$ cat config.mk
export PLATFORM = sky130hd
export DESIGN_NAME = vmg_bank
export DESIGN_NICKNAME = d
export VERILOG_FILES = /design/src/shared/vmg_pkg.sv /design/src/logic/vmg_bank.sv
export VERILOG_INCLUDE_DIRS = /design/src /design/src/shared
export SDC_FILE = /design/constraint.sdc
export NUM_CORES = 1
export LEC_CHECK = 0
export ABC_CLOCK_PERIOD_IN_PS = 3400
export BUFFER_PORTS_ARGS = -buffer_cell sky130_fd_sc_hd__buf_2
export CAP_MARGIN = 5
export CORE_AREA = 2 2 101 103
export CTS_CLUSTER_DIAMETER = 120
export CTS_CLUSTER_SIZE = 10
export DETAILED_ROUTE_END_ITERATION = 6
export DIE_AREA = 0 0 103 105
export GPL_ROUTABILITY_DRIVEN = 1
export HOLD_SLACK_MARGIN = 0.15
export PLACE_DENSITY = 0.68
export SLEW_MARGIN = 30
export SYNTH_ARGS = -nofsm -noshare
export SYNTH_HDL_FRONTEND = slang
export SYNTH_SLANG_ARGS = --single-unit
export TNS_END_PERCENT = 100
$ cat constraint.sdc
create_clock -name i_ref_clk -period 3.4 [get_ports i_ref_clk]
set_input_delay 0.51 -clock i_ref_clk [delete_from_list [all_inputs] [get_ports i_ref_clk]]
set_output_delay 0.51 -clock i_ref_clk [all_outputs]
set_load 0.005 [all_outputs]
$ cat src/shared/vmg_regs.svh
// Purpose: Offsets, field positions and reset values of the monitor/pin register bank
// Assumes: Byte-wide registers on an 8-bit address
// Notes: Summary list below
//
// Summary of operation
// [RULE_01] Measurement split: low byte, bits 9..8 high
// [RULE_02] Scale field bits 3..2 of upper byte
// [RULE_03] Measurement equals voltage over scale factor
// [RULE_04] Manager reads low byte before high byte
// [RULE_05] Low read latches upper bits and scale
// [RULE_06] Sink-disconnect threshold 10 bits, reset A0h
// [RULE_07] Thresholds 50 mV step, bit 0 ignored
// [RULE_08] Stop-discharge threshold 10 bits, reset 1Ch
// [RULE_09] High alarm trip 10 bits, resets zero
// [RULE_10] Low alarm trip 10 bits, resets zero
// [RULE_11] Range bit: 80 mA or 800 mA
// [RULE_12] Limit (n+1)/8 of max, only while powered
// [RULE_13] Bit 1 resets protocol layer, self-clears
// [RULE_14] Bit 0 restores all register defaults, self-clears
// [RULE_15] Pin 1 drives value when enabled, else Hi-Z
// [RULE_16] Pin 1 input buffer enable gates status
// [RULE_17] Pin 2 config bit 3 selects role-swap use
// [RULE_18] Role-swap use: pin 2 low on disconnect; code lowers it only while pin 2 output is enabled
// [RULE_19] Generic pin 2 drives value, honours input enable
// [RULE_20] Status: pin 2 bit 1, pin 1 bit 0
`ifndef VMG_REGS_SVH
`define VMG_REGS_SVH
`define VMG_A_MEAS_LO 8'h70
`define VMG_A_MEAS_HI 8'h71
`define VMG_A_SNK_LO 8'h72
`define VMG_A_SNK_HI 8'h73
`define VMG_A_STOP_LO 8'h74
`define VMG_A_STOP_HI 8'h75
`define VMG_A_AHI_LO 8'h76
`define VMG_A_AHI_HI 8'h77
`define VMG_A_ALO_LO 8'h78
`define VMG_A_ALO_HI 8'h79
`define VMG_A_OCP 8'hA0
`define VMG_A_RST 8'hA2
`define VMG_A_PIN1 8'hA4
`define VMG_A_PIN2 8'hA5
`define VMG_A_STAT 8'hA6
`define VMG_RST_SNK 10'h0A0
`define VMG_RST_STOP 10'h01C
`define VMG_RST_OCP 4'hF
`define VMG_STEP_MV 50
`define VMG_MAX_LO_MA 80
`define VMG_MAX_HI_MA 800
`define VMG_BIT_PROTO_RST 1
`define VMG_BIT_FULL_RST 0
`define VMG_BIT_ROLE_SWAP 3
`define VMG_BIT_OUT_VAL 2
`define VMG_BIT_IN_EN 1
`define VMG_BIT_OUT_EN 0
`endif

$ cat src/shared/vmg_pkg.sv
// Purpose: Types for the monitor/pin register bank
// Assumes: Nothing beyond the register header
// Notes: All state of the bank is one packed struct
package vmg_pkg;
  typedef enum logic [1:0] {
    VMG_SCALE_ONE = 2'b00,
    VMG_SCALE_HALF = 2'b01,
    VMG_SCALE_QUARTER = 2'b10,
    VMG_SCALE_RSVD = 2'b11
  } vmg_scale_t;

  typedef struct packed {
    logic [9:0] value;
    vmg_scale_t meas_scale_sel;
  } vmg_meas_t;

  typedef struct packed {
    logic wr;
    logic rd;
    logic [7:0] addr;
    logic [7:0] wdata;
  } vmg_req_t;

  typedef struct packed {
    logic [9:0] sink_disc_thresh;
    logic [9:0] stop_disc_thresh;
    logic [9:0] high_trip_value;
    logic [9:0] low_trip_value;
    logic current_limit_range;
    logic [2:0] current_limit_code;
    logic pin1_out_value;
    logic pin1_in_enable;
    logic pin1_out_enable;
    logic pin2_role_swap_use;
    logic pin2_out_value;
    logic pin2_in_enable;
    logic pin2_out_enable;
    logic [3:0] meas_hold;
    logic [7:0] rdata;
    logic protocol_reset;
  } vmg_state_t;
endpackage : vmg_pkg

$ cat src/logic/vmg_bank.sv
// Purpose: Register bank for bus measurement, thresholds, cable current limit, resets, two pins
// Assumes: Byte-wide register port from the serial slave, synchronous inputs
// Notes: Threshold comparators and converter live elsewhere; comparators take the threshold outputs here, converter drives i_meas
`timescale 1ns/1ps
`include "vmg_regs.svh"
`default_nettype none
module vmg_bank
  import vmg_pkg::*;
(
  input wire logic i_ref_clk,
  input wire logic i_rst,
  input wire vmg_req_t i_req,
  output logic [7:0] o_rdata,
  input wire vmg_meas_t i_meas,
  input wire logic i_cable_power_on,
  input wire logic i_vbus_disconnect,
  input wire logic i_pin1_in,
  input wire logic i_pin2_in,
  output logic o_pin1_out,
  output logic o_pin1_oe,
  output logic o_pin2_out,
  output logic o_pin2_oe,
  output logic [9:0] o_sink_disc_cmp,
  output logic [9:0] o_stop_disc_cmp,
  output logic [9:0] o_high_trip_cmp,
  output logic [9:0] o_low_trip_cmp,
  output logic [9:0] o_current_limit_ma,
  output logic o_protocol_reset
);
  vmg_state_t st;
  vmg_state_t next_st;
  logic [7:0] rd_mux;
  logic [9:0] max_ma;
  logic [13:0] lim_prod;

  ////////////////////////////////////////////////////////////////////////////
  always_comb begin
    rd_mux = 8'h00;
    case (i_req.addr)
      `VMG_A_MEAS_LO: rd_mux = i_meas.value[7:0]; // RULE_01 RULE_03
      `VMG_A_MEAS_HI: rd_mux = {4'h0, st.meas_hold}; // RULE_05
      `VMG_A_SNK_LO: rd_mux = st.sink_disc_thresh[7:0];
      `VMG_A_SNK_HI: rd_mux = {6'h00, st.sink_disc_thresh[9:8]};
      `VMG_A_STOP_LO: rd_mux = st.stop_disc_thresh[7:0];
      `VMG_A_STOP_HI: rd_mux = {6'h00, st.stop_disc_thresh[9:8]};
      `VMG_A_AHI_LO: rd_mux = st.high_trip_value[7:0];
      `VMG_A_AHI_HI: rd_mux = {6'h00, st.high_trip_value[9:8]};
      `VMG_A_ALO_LO: rd_mux = st.low_trip_value[7:0];
      `VMG_A_ALO_HI: rd_mux = {6'h00, st.low_trip_value[9:8]};
      `VMG_A_OCP: rd_mux = {4'h0, st.current_limit_range, st.current_limit_code};
      `VMG_A_RST: rd_mux = 8'h00;
      `VMG_A_PIN1: rd_mux = {5'h00, st.pin1_out_value, st.pin1_in_enable, st.pin1_out_enable};
      `VMG_A_PIN2: rd_mux = {4'h0, st.pin2_role_swap_use, st.pin2_out_value,
                             st.pin2_in_enable, st.pin2_out_enable};
      // Disabled buffer reads low rather than a floating level
      `VMG_A_STAT: rd_mux = {6'h00, i_pin2_in & st.pin2_in_enable & ~st.pin2_role_swap_use,
                             i_pin1_in & st.pin1_in_enable}; // RULE_16 RULE_19 RULE_20
      default: rd_mux = 8'h00;
    endcase
  end

  ////////////////////////////////////////////////////////////////////////////
  always_comb begin
    next_st = st;
    next_st.protocol_reset = 1'b0;
    if (i_req.rd) begin
      next_st.rdata = rd_mux;
      // Upper bits latched with the low byte so the pair is one sample
      if (i_req.addr == `VMG_A_MEAS_LO) begin
        next_st.meas_hold = {i_meas.meas_scale_sel, i_meas.value[9:8]}; // RULE_05 RULE_02
      end
    end
    if (i_req.wr) begin
      case (i_req.addr)
        `VMG_A_SNK_LO: next_st.sink_disc_thresh[7:0] = i_req.wdata; // RULE_06
        `VMG_A_SNK_HI: next_st.sink_disc_thresh[9:8] = i_req.wdata[1:0]; // RULE_06
        `VMG_A_STOP_LO: next_st.stop_disc_thresh[7:0] = i_req.wdata; // RULE_08
        `VMG_A_STOP_HI: next_st.stop_disc_thresh[9:8] = i_req.wdata[1:0]; // RULE_08
        `VMG_A_AHI_LO: next_st.high_trip_value[7:0] = i_req.wdata; // RULE_09
        `VMG_A_AHI_HI: next_st.high_trip_value[9:8] = i_req.wdata[1:0]; // RULE_09
        `VMG_A_ALO_LO: next_st.low_trip_value[7:0] = i_req.wdata; // RULE_10
        `VMG_A_ALO_HI: next_st.low_trip_value[9:8] = i_req.wdata[1:0]; // RULE_10
        `VMG_A_OCP: begin
          next_st.current_limit_range = i_req.wdata[3];
          next_st.current_limit_code = i_req.wdata[2:0];
        end
        `VMG_A_RST: begin
          next_st.protocol_reset = i_req.wdata[`VMG_BIT_PROTO_RST]; // RULE_13
          if (i_req.wdata[`VMG_BIT_FULL_RST]) begin
            next_st = '0; // RULE_14
            next_st.sink_disc_thresh = `VMG_RST_SNK;
            next_st.stop_disc_thresh = `VMG_RST_STOP;
            {next_st.current_limit_range, next_st.current_limit_code} = `VMG_RST_OCP;
            next_st.protocol_reset = i_req.wdata[`VMG_BIT_PROTO_RST];
          end
        end
        `VMG_A_PIN1: begin
          next_st.pin1_out_value = i_req.wdata[`VMG_BIT_OUT_VAL];
          next_st.pin1_in_enable = i_req.wdata[`VMG_BIT_IN_EN];
          next_st.pin1_out_enable = i_req.wdata[`VMG_BIT_OUT_EN];
        end
        `VMG_A_PIN2: begin
          next_st.pin2_role_swap_use = i_req.wdata[`VMG_BIT_ROLE_SWAP]; // RULE_17
          next_st.pin2_out_value = i_req.wdata[`VMG_BIT_OUT_VAL];
          next_st.pin2_in_enable = i_req.wdata[`VMG_BIT_IN_EN];
          next_st.pin2_out_enable = i_req.wdata[`VMG_BIT_OUT_EN];
        end
        default: ;
      endcase
    end
    // Hardware clear wins over a same-cycle software set
    if (st.pin2_role_swap_use && st.pin2_out_enable && i_vbus_disconnect) begin
      next_st.pin2_out_value = 1'b0; // RULE_18
    end
  end

  ////////////////////////////////////////////////////////////////////////////
  always_ff @(posedge i_ref_clk or posedge i_rst) begin
    if (i_rst) begin
      st <= '0;
      st.sink_disc_thresh <= `VMG_RST_SNK;
      st.stop_disc_thresh <= `VMG_RST_STOP;
      {st.current_limit_range, st.current_limit_code} <= `VMG_RST_OCP;
    end else begin
      st <= next_st;
    end
  end

  ////////////////////////////////////////////////////////////////////////////
  assign max_ma = st.current_limit_range ? 10'(`VMG_MAX_HI_MA) : 10'(`VMG_MAX_LO_MA); // RULE_11
  assign lim_prod = 14'(max_ma) * 14'({1'b0, st.current_limit_code} + 4'h1);
  // Zero limit while cable power is off: limiter idle
  assign o_current_limit_ma = i_cable_power_on ? lim_prod[12:3] : 10'h000; // RULE_12
  // Bit 0 dropped: comparators see 100 mV resolution
  assign o_sink_disc_cmp = {st.sink_disc_thresh[9:1], 1'b0}; // RULE_07
  assign o_stop_disc_cmp = {st.stop_disc_thresh[9:1], 1'b0}; // RULE_07
  assign o_high_trip_cmp = {st.high_trip_value[9:1], 1'b0}; // RULE_07
  assign o_low_trip_cmp = {st.low_trip_value[9:1], 1'b0}; // RULE_07
  assign o_rdata = st.rdata;
  assign o_protocol_reset = st.protocol_reset; // RULE_13
  assign o_pin1_oe = st.pin1_out_enable; // RULE_15
  assign o_pin1_out = st.pin1_out_value; // RULE_15
  assign o_pin2_oe = st.pin2_out_enable; // RULE_19
  assign o_pin2_out = st.pin2_out_value; // RULE_18 RULE_19
endmodule : vmg_bank
`default_nettype wire

; Word-level counts from Yosys, hierarchy flattened
; Cells that the tools add are included.
[totals]
reg_bits = 64
output_inout_bits = 63
word_cells = 90
[classes]
add_sub_neg = 1
mul = 1
muxes = 20
bitwise = 4
n_eq_ne = 17
reduce_logical = 27
[op_table]
columns = op, n
row1 = $pmux W8 S14, 1
row2 = $eq A8 B7 Y1 const B, 10
row3 = $mux W64, 1
row4 = $pmux W8 S2, 4
row5 = $eq A8 B8 Y1 const B, 5
row6 = $reduce_and A3 Y1, 12
row7 = $reduce_bool A2 Y1, 12
row8 = $mux W10, 2
row9 = $mux W16, 1
row10 = $pmux W2 S2, 4
row11 = $pmux W4 S2, 2
row12 = $mul A10 B4 Y13, 1
row13 = $mux W13, 1
row14 = $mux W12, 1
row15 = $pmux W3 S2, 1
row16 = $add A3 B1 Y4 const B, 1
row17 = $mux W4, 1
row18 = $and A1 B1 Y1, 3
row19 = $ne A3 B3 Y1 const B, 1
row20 = $reduce_bool A3 Y1, 1
row21 = $logic_and A1 B1 Y1, 2
row22 = $ne A2 B2 Y1 const B, 1
row23 = $mux W1, 1
row24 = $not A1 Y1, 1

; Longest topological paths before layout
; Gate-level depths: netlist of run 1.
[depth]
ltp_word = 8
depth_mapped = 14

; Least setup slack after synthesis of run 1
; OpenSTA, ideal clock, no wires.
[synth_path]
path_kind = flip-flop to output port
from = register st[20] (netlist bit)
to = output port o_current_limit_ma[9]
stages_incl_launch_ff = 14
setup_slack_ns = -0.083
arrival_ns = 2.973
n_path_buf = 0
path_cell_list = dfstp_2 -> ha_1 -> xnor2_1 -> nand2b_1 -> o21ai_0 -> ha_1 -> ha_1 -> fa_1 -> a21o_1 -> a21oi_1 -> o21bai_1 -> a21oi_1 -> xnor2_1 -> and2_1
[synth_via]
elab_chain_cells = 3
[synth_lines]
columns = element, line_no
row1 = "start, declared", vmg_bank.sv:30  ; vmg_state_t st;
row2 = "start signal, assigned", vmg_bank.sv:125  ; st <= next_st;
row3 = $add A3 B1 Y4, vmg_bank.sv:131  ; assign lim_prod = 14'(max_ma) * 14'({1'b0, st.current_limit_code} + 4'h1);
row4 = $mul A10 B4 Y13, vmg_bank.sv:131
row5 = $mux W10, vmg_bank.sv:133  ; assign o_current_limit_ma = i_cable_power_on ? lim_prod[12:3] : 10'h000;
row6 = "end, declared", vmg_bank.sv:27  ; output logic [9:0] o_current_limit_ma,
; No other way between the ends.

; Worst setup path in the final report of run 1
; Same ends and word-level chain as after synthesis.

==> impl_results.md, run 1 <==
* Final WS setup at -0.2762 ns
* #FFs+latches synth at 64
* Worst EP arrival at 3.17 ns
* First-pass GRT wire length at 18210 um
* PortBufs at 93
* CP Capture Type: primary output
* Post-Layout Cell Count at 664
* 1st-pass router iterations at 5
* Switching part of the total at 27.55%
* Worst path bufs/invs at 5
* Crit-path leading delay family: adder cells
* Clock transition at path regs at 0.07 ns
* Initial antenna violation count at 0
* PwrDens at 411.3 nW/um^2
* # clock sinks at 64
* Final count of negative-setup-slack endpoints at 5
* Detailed router's first-iteration violation count at 313
* Root Buffer: clkbuf_8
* Netlist area before placement at 4239 sq um
* Core area at 9639 sq um
* Clock power share at 37.3%
* P_leak at 2.360 nW
* Layout area overhead at 15.14%
* Wire per inst at 17.25 um
* Die W at 103 um
* CP dominant cell by count: ha_1
* Failing checks: setup timing
* Placement Cell Area at 4552 sq um
* Biggest area consumer among synthesized cells: dfrtp_1
* Worst r2r src: o_sink_disc_cmp[9]
* Htree depth at 3
* Slew at the pin with the worst max-slew slack at 0.8875 ns
* Total CTS buffers at 9
* Combinational Power Share at 20.0%
* Worst r2r path cells at 6
* Synth Warn # at 0
* Reg-to-Reg End: o_rdata[1]
* Vias in the first global route at 3478
* Yosys cell types at 56
* Total grt overflow at 0
* Hold Vio Cnt, Final at 0
* Synth async-reset ratio at 100.0%
* Reg2Reg Setup Slack at 1.68 ns
* Sequential cell area at 1613 sq um
* Fmax at 272.0 MHz
* DIE AREA at 10820 sq um
* Cts hold-fix bufs at 0
* # fillers at 961
* Layout cells sized above 1 at 31.83%
* Part of the Yosys area used for sequential elements at 38.05%
* Max-Cap Viols at 0
* Sequential fraction of design power at 42.7%
* Final HPWL DP at 8587 um
* Final ANT Viol Nets at 0
* Nets@finish at 580
* Period utilisation layout at 108.1%
* DR vias/cell at 5.434
* Gr usage total at 21.79%
* CTS tree: yes
* Multi-input logic area at 2253 sq um
* Worst hold path class: input port to async pin
* Largest net degree at the start of global routing at 51
* Top_reg_cell synth: dfrtp_1
* Drc violations at 0
* Psw at 0.0005530 W
* Worst-path cell chain: ha_4, xnor2_2, nand2b_4, buf_4, buf_4, inv_1, ha_1, ha_1, ha_1, inv_1, o21bai_1, a21oi_1, xnor2_1, and2_1, buf_2
* Antenna diodes at 0
* Critical Path Start Type: flop
* Clock Latency Late Sink at 0.34 ns
* GP Congestion at 0.9172
* Post-synth EDFFs at 0
* Starting density of the core at 43.98%
* Final Cell Area at 4881 sq um
* Syn Area/Cell at 9.000 sq um
* Place WS at -0.1327 ns
* RSZ-0062 raised after global routing: true
* Slowest-stage cell, CP: dfstp_2
* Final critical-path required period at 3.676 ns
* Area share of the largest cell type after synthesis at 32.47%
* Critical Path RT at 2.89 ns
* Largest stage delay, worst path at 0.56 ns
* Gate Count Post-Synth at 471
* CP Depth at 15
* Commonest non-fill, non-tap cell in the layout: buf_2
* DIE HEIGHT at 105 um
* Status: finished with violations
* Max Root-Sink Buffers at 2
* FP Rows at 36
* Slew Limit Fails at 0
* Placed cells at 644
* Internal Power at 0.001454 W
* Worst slew margin at 40.83%
* I/O Pins at 99
* Most frequent cells in the layout: buf_2, nand2_1, dfrtp_1, a21oi_1, o21ai_0
* Final hold slack at 0.2520 ns
* Total number of vias at 3608
* WL final at 11450 um
* Synth top area cells: dfrtp_1, buf_4, nand2_1
* Fin Clk Skew at 0.007974 ns
* Maximum vdd drop at 197.3 uV
* Critical path class: flop to primary output
* Crit path max fanout at 3
worst register-to-register path: stages, from the launching register on:
cell,delay [ns]
dfrtp_1,0.44
mux2_2,0.29
a22oi_1,0.13
o22ai_1,0.16
a32o_1,0.25
nor3_1,0.25
o21ai_1,0.09
repair_timing:
action | CTS | global route
buffers inserted | 5 | 0
pin swaps | 16 | 1
endpoints found under the setup margin | 5 | 5
resized for setup | 13 | 2
cell type report:
class	count	share of cell area, %
clock buffer	11	3.102
clock inverter	5	1.615
inverter	12	0.9741
multi-input combinational	332	46.17
sequential	64	33.04
tap	133	3.409
timing repair buffer	107	11.69
power groups by stage:
stage / logic [W] / registers (W) / clock network, W
3_3_place_gp: 0.000358 / 0.000865 / 0
5_1_grt: 0.000448 / 0.000862 / 0.000783
4_1_cts: 0.000400 / 0.000855 / 0.000762
6_report: 0.000402 / 0.000857 / 0.000748
2_1_floorplan: 0.000276 / 0.000853 / 0
3_5_place_dp: 0.000371 / 0.000866 / 0
worst max-delay path by stage:
stage	start	to	slack, ns
floorplan	st[20]	o_current_limit_ma[9]	0.02
global placement	st[20]	o_current_limit_ma[9]	-0.02
detailed placement	st[20]	o_current_limit_ma[9]	-0.13
CTS	st[21]	o_current_limit_ma[9]	-0.30
global route	st[20]	o_current_limit_ma[9]	-0.42
finish	st[20]	o_current_limit_ma[9]	-0.28
cell usage after synthesis (5+ instances only):
library cell and number:
mux2i_1 9, nand3_1 15, nor2_1 23, nand2_1 64, a211oi_1 5, o21ai_0 24, nand2b_1 6, a31oi_1 6
nor2b_1 6, dfstp_2 9, buf_4 49, buf_2 12, dfrtp_1 55, clkbuf_1 9, o22a_1 5, xnor2_1 5
o31ai_1 6, nor3_1 5, nand3b_1 6, a21o_1 7, a21oi_1 27, inv_1 12, ha_1 15, and2_1 10
o21ai_1 22, a22o_1 6
per-layer routing:
layer	wire length (um)	vias up	global-route usage, %
met1	5161	1717	31.32
li1	-	1735	-
met5	0	-	0
met3	757	15	3.880
met4	225	0	7.613
met2	5307	141	32.84
sequential cells by signal, summed over array words and instances, names as in the netlist:
name              count
o_sink_disc_cmp       9
o_pin1_oe             1
st                   15
o_pin2_oe             1
o_pin1_out            1
o_low_trip_cmp        9
o_stop_disc_cmp       9
o_rdata               8
o_protocol_reset      1
o_pin2_out            1
o_high_trip_cmp       9
logic make-up after synthesis:
family	synth area share (%)
flip-flops	38.05
adder cells (fa/ha/maj)	5.844
XOR/XNOR	1.446
multiplexers	3.719
AO/OA/AOI/OAI	19.86
AND/OR/NAND/NOR	19.04
buffers and inverters	11.95
other	0.08846
stage by stage:
step                TNS (ns)  total power (W)  utilization (%)
floorplan                  0         0.001129                -
global placement    -0.01717         0.001224            47.20
detailed placement   -0.1594         0.001238            47.22
CTS                  -0.8774         0.002017            50.66
global route          -1.345         0.002094            50.64
finish               -0.7364         0.002007            50.64
Power figures use the tool's default switching activity.
==> inputs of run 2 (changes only) <==
--- a/config.mk
+++ b/config.mk
@@ -17,6 +17,7 @@
 export GPL_ROUTABILITY_DRIVEN = 1
 export HOLD_SLACK_MARGIN = 0.15
 export PLACE_DENSITY = 0.68
+export SKIP_LAST_GASP = 1
 export SLEW_MARGIN = 30
 export SYNTH_ARGS = -nofsm -noshare
 export SYNTH_HDL_FRONTEND = slang
==> run 2 against run 1 <==
  * The flow still finishes with violations (setup timing)
  * Clock skew about the same
  * Sequential power about the same
  * Highest routed layer unchanged
  * Via count grew 1.1%
  * Utilization is the same
  * Global-route usage is essentially flat
==> impl_results.md, run 2 (synthesized netlist as in run 1, its figures left out) <==
* CP dominant cell by count: buf_4
* Final critical-path required period at 3.672 ns (-0.004305 ns)
* Vias in the first global route at 3479 (+0.029%)
* # clock sinks at 64 (unchanged)
* Final count of negative-setup-slack endpoints at 5 (unchanged)
* Largest net degree at the start of global routing at 51 (unchanged)
* Place WS at -0.1327 ns (unchanged)
* Worst hold path class: input port to async pin
* Final WS setup at -0.2719 ns (+0.004305 ns)
* Worst slew margin at 40.22% (-0.61 points)
* Worst EP arrival at 3.16 ns (about the same)
* Hold Vio Cnt, Final at 0 (unchanged)
* PwrDens at 410.0 nW/um^2 (-0.30%)
* 1st-pass router iterations at 5 (unchanged)
* Worst-path cell chain: buf_4, nand3_4, nor2_4, ha_1, fa_1, ha_4, buf_4, a21oi_4, o21bai_1, a21oi_2, xnor2_1, and2_1, buf_2
* Total number of vias at 3648 (+1.1%)
* Placement Cell Area at 4552 sq um (unchanged)
* Crit path max fanout at 5 (+2)
* Status: finished with violations
* Final HPWL DP at 8587 um (unchanged)
* PortBufs at 93 (unchanged)
* Root Buffer: clkbuf_8
* Critical path class: flop to primary output
* Htree depth at 3 (unchanged)
* Die W at 103 um (unchanged)
* Antenna diodes at 0 (unchanged)
* M1 wire length at 5103 um (-1.1%)
* Nets@finish at 581 (+0.17%)
* Max-Cap Viols at 0 (unchanged)
* RSZ-0062 raised after global routing: true
* CP Capture Type: primary output
* Max reg flops at 15 (unchanged)
* Most frequent cells in the layout: buf_2, nand2_1, dfrtp_1, a21oi_1, o21ai_0
* Final ANT Viol Nets at 0 (unchanged)
* Layout cells sized above 1 at 31.77% (-0.060 points)
* Gr usage total at 21.82% (+0.025 points)
* Final Cell Area at 4881 sq um (unchanged)
* Starting density of the core at 43.98% (unchanged)
* Final Core Density at 50.64% (unchanged)
* P_leak at 2.358 nW (-0.11%)
* Critical Path Start Type: flop
* Initial antenna violation count at 0 (unchanged)
* WL final at 11460 um (about the same)
* Clock Latency Late Sink at 0.34 ns (about the same)
* CTS tree: yes
* GP Congestion at 0.9172 (unchanged)
* Slew at the pin with the worst max-slew slack at 0.8967 ns (+0.009210 ns)
* Final TNS setup at -0.8148 ns (-0.07840 ns)
* I/O Pins at 99 (unchanged)
* DIE HEIGHT at 105 um (unchanged)
* Slew Limit Fails at 0 (unchanged)
* # fillers at 961 (unchanged)
* FP Rows at 36 (unchanged)
* DIE AREA at 10820 sq um (unchanged)
* Max Used Layer: met4
* Total CTS buffers at 9 (unchanged)
* Top reg by flops: st
* Total grt overflow at 0 (unchanged)
* First-pass GRT wire length at 18240 um (+0.15%)
* Critical Path RT at 2.89 ns (about the same)
* Max Root-Sink Buffers at 2 (unchanged)
* Fin Clk Skew at 0.007606 ns (-0.0003678 ns)
* Slowest-stage cell, CP: dfstp_2
* Fmax at 272.3 MHz (+0.12%)
* Layout area overhead at 15.14% (unchanged)
* Wire per inst at 17.24 um (about the same)
* Failing checks: setup timing
* WL met3 at 798 um (+5.4%)
* Core area at 9639 sq um (unchanged)
* Commonest non-fill, non-tap cell in the layout: buf_2
* Maximum vdd drop at 195.9 uV (-0.69%)
* Final hold slack at 0.2547 ns (+0.002681 ns)
* Met2 WL post-DR at 5327 um (+0.38%)
* Period utilisation layout at 108.0% (-0.13 points)
* Detailed router's first-iteration violation count at 324 (+3.5%)
* Clock transition at path regs at 0.07 ns (about the same)
* DR vias/cell at 5.486 (+0.96%)
* Largest stage delay, worst path at 0.56 ns (about the same)
* Drc violations at 0 (unchanged)
-- run 2: cell type report --
cell class / count / area (sq um) / area share (%)
clock inverter: 5 / 78.83 / 1.615
multi-input combinational: 332 / 2246 / 46.01
sequential: 64 / 1613 / 33.04
inverter: 12 / 47.55 / 0.9741
clock buffer: 11 / 151.4 / 3.102
tap: 133 / 166.4 / 3.409
timing repair buffer: 108 / 578.1 / 11.84
-- run 2: per-stage QoR --
| step | power, W | std cells |
|---|---|---|
| 2_1_floorplan | 0.001129 | 478 |
| 3_3_place_gp | 0.001224 | 644 |
| 3_5_place_dp | 0.001238 | 644 |
| 4_1_cts | 0.002015 | 665 |
| 5_1_grt | 0.002093 | 665 |
| 6_report | 0.002001 | 665 |
-- run 2: final timing paths --
path,startpoint,endpoint,slack [ns],cells after the start
min,i_rst,o_sink_disc_cmp[2],0.25,2
max,st[20],o_current_limit_ma[8],-0.27,13
min in group i_ref_clk,i_vbus_disconnect,o_pin2_out,0.38,2
min reg2reg,o_rdata[7],o_rdata[7],0.48,2
max reg2reg,o_sink_disc_cmp[9],o_rdata[1],1.68,6
max in group asynchronous,i_rst,st[22],2.43,3
-- run 2: repair_timing --
item,CTS,global route
pin swaps,16,1
endpoints found under the setup margin,5,5
hold buffers,0,0
resized for setup,11,2
endpoints found under the hold margin,0,0
setup buffers,5,0
-- run 2: power breakdown --
group | switching (W) | internal (W)
logic | 0.000213 | 0.000188
registers | 0.0000425 | 0.000814
clock network | 0.000292 | 0.000451
total | 0.000548 | 0.00145
-- run 2: worst max-delay path, delay by kind of cell (launching register included) --
kind	cells	cell delay, ns
xor gates and xnor gates	1	0.12
AOI/OAI and AO/OA	3	0.38
DFF	1	0.56
buffers and inverters	3	0.40
and+or+nand+nor	3	0.37
adders and majority gates	3	0.99
-- run 2: per-layer routing --
layer	GRT usage, %	vias to the layer above
met5	0	-
met4	7.613	0
met3	3.880	19
met2	32.84	155
met1	31.40	1737
li1	-	1737
==> inputs of run 3 (changes only) <==
--- a/config.mk
+++ b/config.mk
@@ -6,12 +6,12 @@
 export SDC_FILE = /design/constraint.sdc
 export NUM_CORES = 1
 export LEC_CHECK = 0
-export ABC_CLOCK_PERIOD_IN_PS = 3400
+export ABC_CLOCK_PERIOD_IN_PS = 3100
 export BUFFER_PORTS_ARGS = -buffer_cell sky130_fd_sc_hd__buf_2
 export CAP_MARGIN = 5
 export CORE_AREA = 2 2 101 103
 export CTS_CLUSTER_DIAMETER = 120
-export CTS_CLUSTER_SIZE = 10
+export CTS_CLUSTER_SIZE = 25
 export DETAILED_ROUTE_END_ITERATION = 6
 export DIE_AREA = 0 0 103 105
 export GPL_ROUTABILITY_DRIVEN = 1
==> constraint.sdc (replaced) <==
create_clock -name i_ref_clk -period 3.1 [get_ports i_ref_clk]
set_input_delay 0.465 -clock i_ref_clk [delete_from_list [all_inputs] [get_ports i_ref_clk]]
set_output_delay 0.465 -clock i_ref_clk [all_outputs]
set_load 0.005 [all_outputs]
==> run 3 against run 2 <==
  * The run still ends with setup timing left
  * Sequential share of layout area down 0.33 points
  * First-iteration DRC count up 13%
  * Combinational power up 11%
  * Cell area up 1.0%
  * Cell count up 1.8%
  * Worst hold slack better by 0.096 ns
  * Global-route usage down 0.29 points
  * Wire length down 1.1%
  * Clock-buffer cell count down 1
  * Register-to-register slack worse by 0.25 ns
  * Power up 4.3%
  * Clock power down 5.9%
  * Critical path type unchanged
  * Highest routed layer unchanged
==> impl_results.md, run 3 (synthesized netlist as in run 1, its figures left out) <==
* Status: finished with violations
* Failing checks: setup timing
* Met3 GRT Util at 5.552% (+1.7 points)
* Fmax at 275.6 MHz
* Starting density of the core at 43.98% (unchanged)
* Worst EP arrival at 3.16 ns (about the same)
* FP Rows at 36 (unchanged)
* Placement Cell Area at 4673 sq um (+2.7%)
* Layout area overhead at 16.29%
* Worst slew margin at 45.01% (+4.8 points)
* First-pass GRT wire length at 17930 um (-1.7%)
* Layout cells sized above 1 at 32.90% (+1.1 points)
* Vias in the first global route at 3480 (+0.029%)
* Slowest-stage cell, CP: dfstp_2
* CTS tree: yes
* Root Buffer: clkbuf_8
* Maximum vdd drop at 230.1 uV (+17%)
* Final Cell Area at 4930 sq um (+1.0%)
* I/O Pins at 99 (unchanged)
* Critical Path RT at 2.63 ns (-0.26 ns)
* DIE AREA at 10820 sq um (unchanged)
* Most frequent cells in the layout: buf_2, nand2_1, dfrtp_1, buf_4, a21oi_1
* Nets@finish at 593 (+2.1%)
* Final ANT Viol Nets at 0 (unchanged)
* Crit-path leading delay family: adder cells
* Period utilisation layout at 117.0%
* Final HPWL DP at 8584 um (about the same)
* Detailed router's first-iteration violation count at 365 (+13%)
* Top reg by flops: st
* Final TNS setup at -1.761 ns (-0.9463 ns)
* CP Capture Type: primary output
* Max reg flops at 15 (unchanged)
* RSZ-0062 raised after global routing: true
* CP dominant cell by count: ha_4
* Antenna diodes at 0 (unchanged)
* Critical Path Start Type: flop
* Final hold slack at 0.3509 ns (+0.09626 ns)
* Initial antenna violation count at 0 (unchanged)
* Total CTS buffers at 9 (unchanged)
* Htree depth at 3 (unchanged)
* Final Core Density at 51.14% (+0.51 points)
* Drc violations at 0 (unchanged)
* Met1 Use GR at 30.01% (-1.4 points)
* DIE HEIGHT at 105 um (unchanged)
* Hold Vio Cnt, Final at 0 (unchanged)
* # clock sinks at 64 (unchanged)
* Max Root-Sink Buffers at 2 (unchanged)
* Largest stage delay, worst path at 0.57 ns (about the same)
* Gr busiest metal: met2
* Slew at the pin with the worst max-slew slack at 0.8248 ns (-0.07188 ns)
* Clock transition at path regs at 0.07 ns (about the same)
* 1st-pass router iterations at 5 (unchanged)
* Final WS setup at -0.5285 ns (-0.2566 ns)
* Met2 Use GR at 32.56% (-0.28 points)
* Total number of vias at 3653 (+0.14%)
* Crit path max fanout at 3 (-2)
* Worst-path cell chain: ha_4, xnor2_2, nor2_1, ha_1, fa_1, ha_4, a21o_1, a21oi_2, o21bai_1, a21oi_1, xnor2_1, and2_1, buf_2
* Max-Cap Viols at 0 (unchanged)
* DR vias/cell at 5.396 (-1.6%)
* Wire per inst at 16.74 um (-2.9%)
* GP Congestion at 0.9400 (+2.5%)
* Final count of negative-setup-slack endpoints at 5 (unchanged)
* Total grt overflow at 0 (unchanged)
* PwrDens at 423.4 nW/um^2 (+3.3%)
* Fin Clk Skew at 0.006663 ns (-0.0009429 ns)
* Worst hold path class: input port to flop
* Clock Latency Late Sink at 0.34 ns (about the same)
* Core area at 9639 sq um (unchanged)
* Die W at 103 um (unchanged)
* Critical path class: flop to primary output
* Gr usage total at 21.53% (-0.29 points)
* WL final at 11330 um (-1.1%)
* Slew Limit Fails at 0 (unchanged)
* Final critical-path required period at 3.628 ns
* Worst path bufs/invs at 1 (-2)
* Commonest non-fill, non-tap cell in the layout: buf_2
* Largest net degree at the start of global routing at 25 (-51%)
* PortBufs at 93 (unchanged)
* P_leak at 2.398 nW (+1.7%)
==> run 3: cell types whose count changed in the layout (fill, tap and decap cells not counted), sizes merged <==
cell / previous run / this run
dlygate4sd3: 0 / 1
bufinv: 2 / 1
clkbuf: 11 / 10
clkinvlp: 0 / 2
buf: 108 / 119
==> run 3: final cells by class <==
type                       instances  area, sq um
tap                              133        166.4
multi-input combinational        332         2247
fill                             960         4710
inverter                          12        45.04
clock inverter                     6        60.06
clock buffer                      10        127.6
timing repair buffer             120        670.6
sequential                        64         1613
==> run 3: path summary, 6_finish.rpt <==
kind / startpoint / end / slack [ns] / depth (start not counted)
min reg2reg: o_rdata[0] / o_rdata[0] / 0.47 / 2
min: i_vbus_disconnect / o_pin2_out / 0.35 / 2
min in group asynchronous: i_rst / o_stop_disc_cmp[6] / 0.66 / 3
max reg2reg: o_sink_disc_cmp[9] / o_rdata[1] / 1.43 / 6
max in group asynchronous: i_rst / st[23] / 1.72 / 4
max: st[21] / o_current_limit_ma[9] / -0.53 / 13
==> run 3: repair_timing <==
action / CTS / global route
pin swaps: 7 / 10
hold endpoints to repair: 17 / 0
hold buffers: 1 / 0
gates resized for setup: 5 / 1
setup buffers: 2 / 1
setup endpoints to repair: 6 / 6
==> run 3: worst register-to-register path, stage by stage (launching register included) <==
cell	delay, ns
dfrtp_1	0.43
mux2_2	0.28
a22oi_1	0.14
o22ai_1	0.13
a32o_1	0.26
nor3_1	0.22
o21ai_1	0.08
==> run 3: where the power goes <==
part / leakage [nW] / total [W] / internal, W / switching [W]
Sequential: 0.830 / 0.000941 / 0.000893 / 0.0000477
Combinational: 1.48 / 0.000447 / 0.000221 / 0.000226
Clock: 0.0920 / 0.000699 / 0.000367 / 0.000332
==> run 3: per-layer routing <==
layer  up-vias  part of all wire, %
li1       1750                    -
met1      1734                   43
met2       149                   47
met3        20                  7.9
met4         0                  2.2
met5         -                    0
==> run 3: metrics by stage <==
step | std cells | setup WS, ns | total power [W]
6_report | 677 | -0.5285 | 0.002087
5_1_grt | 677 | -0.6749 | 0.002198
4_1_cts | 676 | -0.5647 | 0.002093
3_5_place_dp | 657 | -0.2431 | 0.001388
3_3_place_gp | 657 | -0.1905 | 0.001376
2_1_floorplan | 478 | -0.1337 | 0.001244
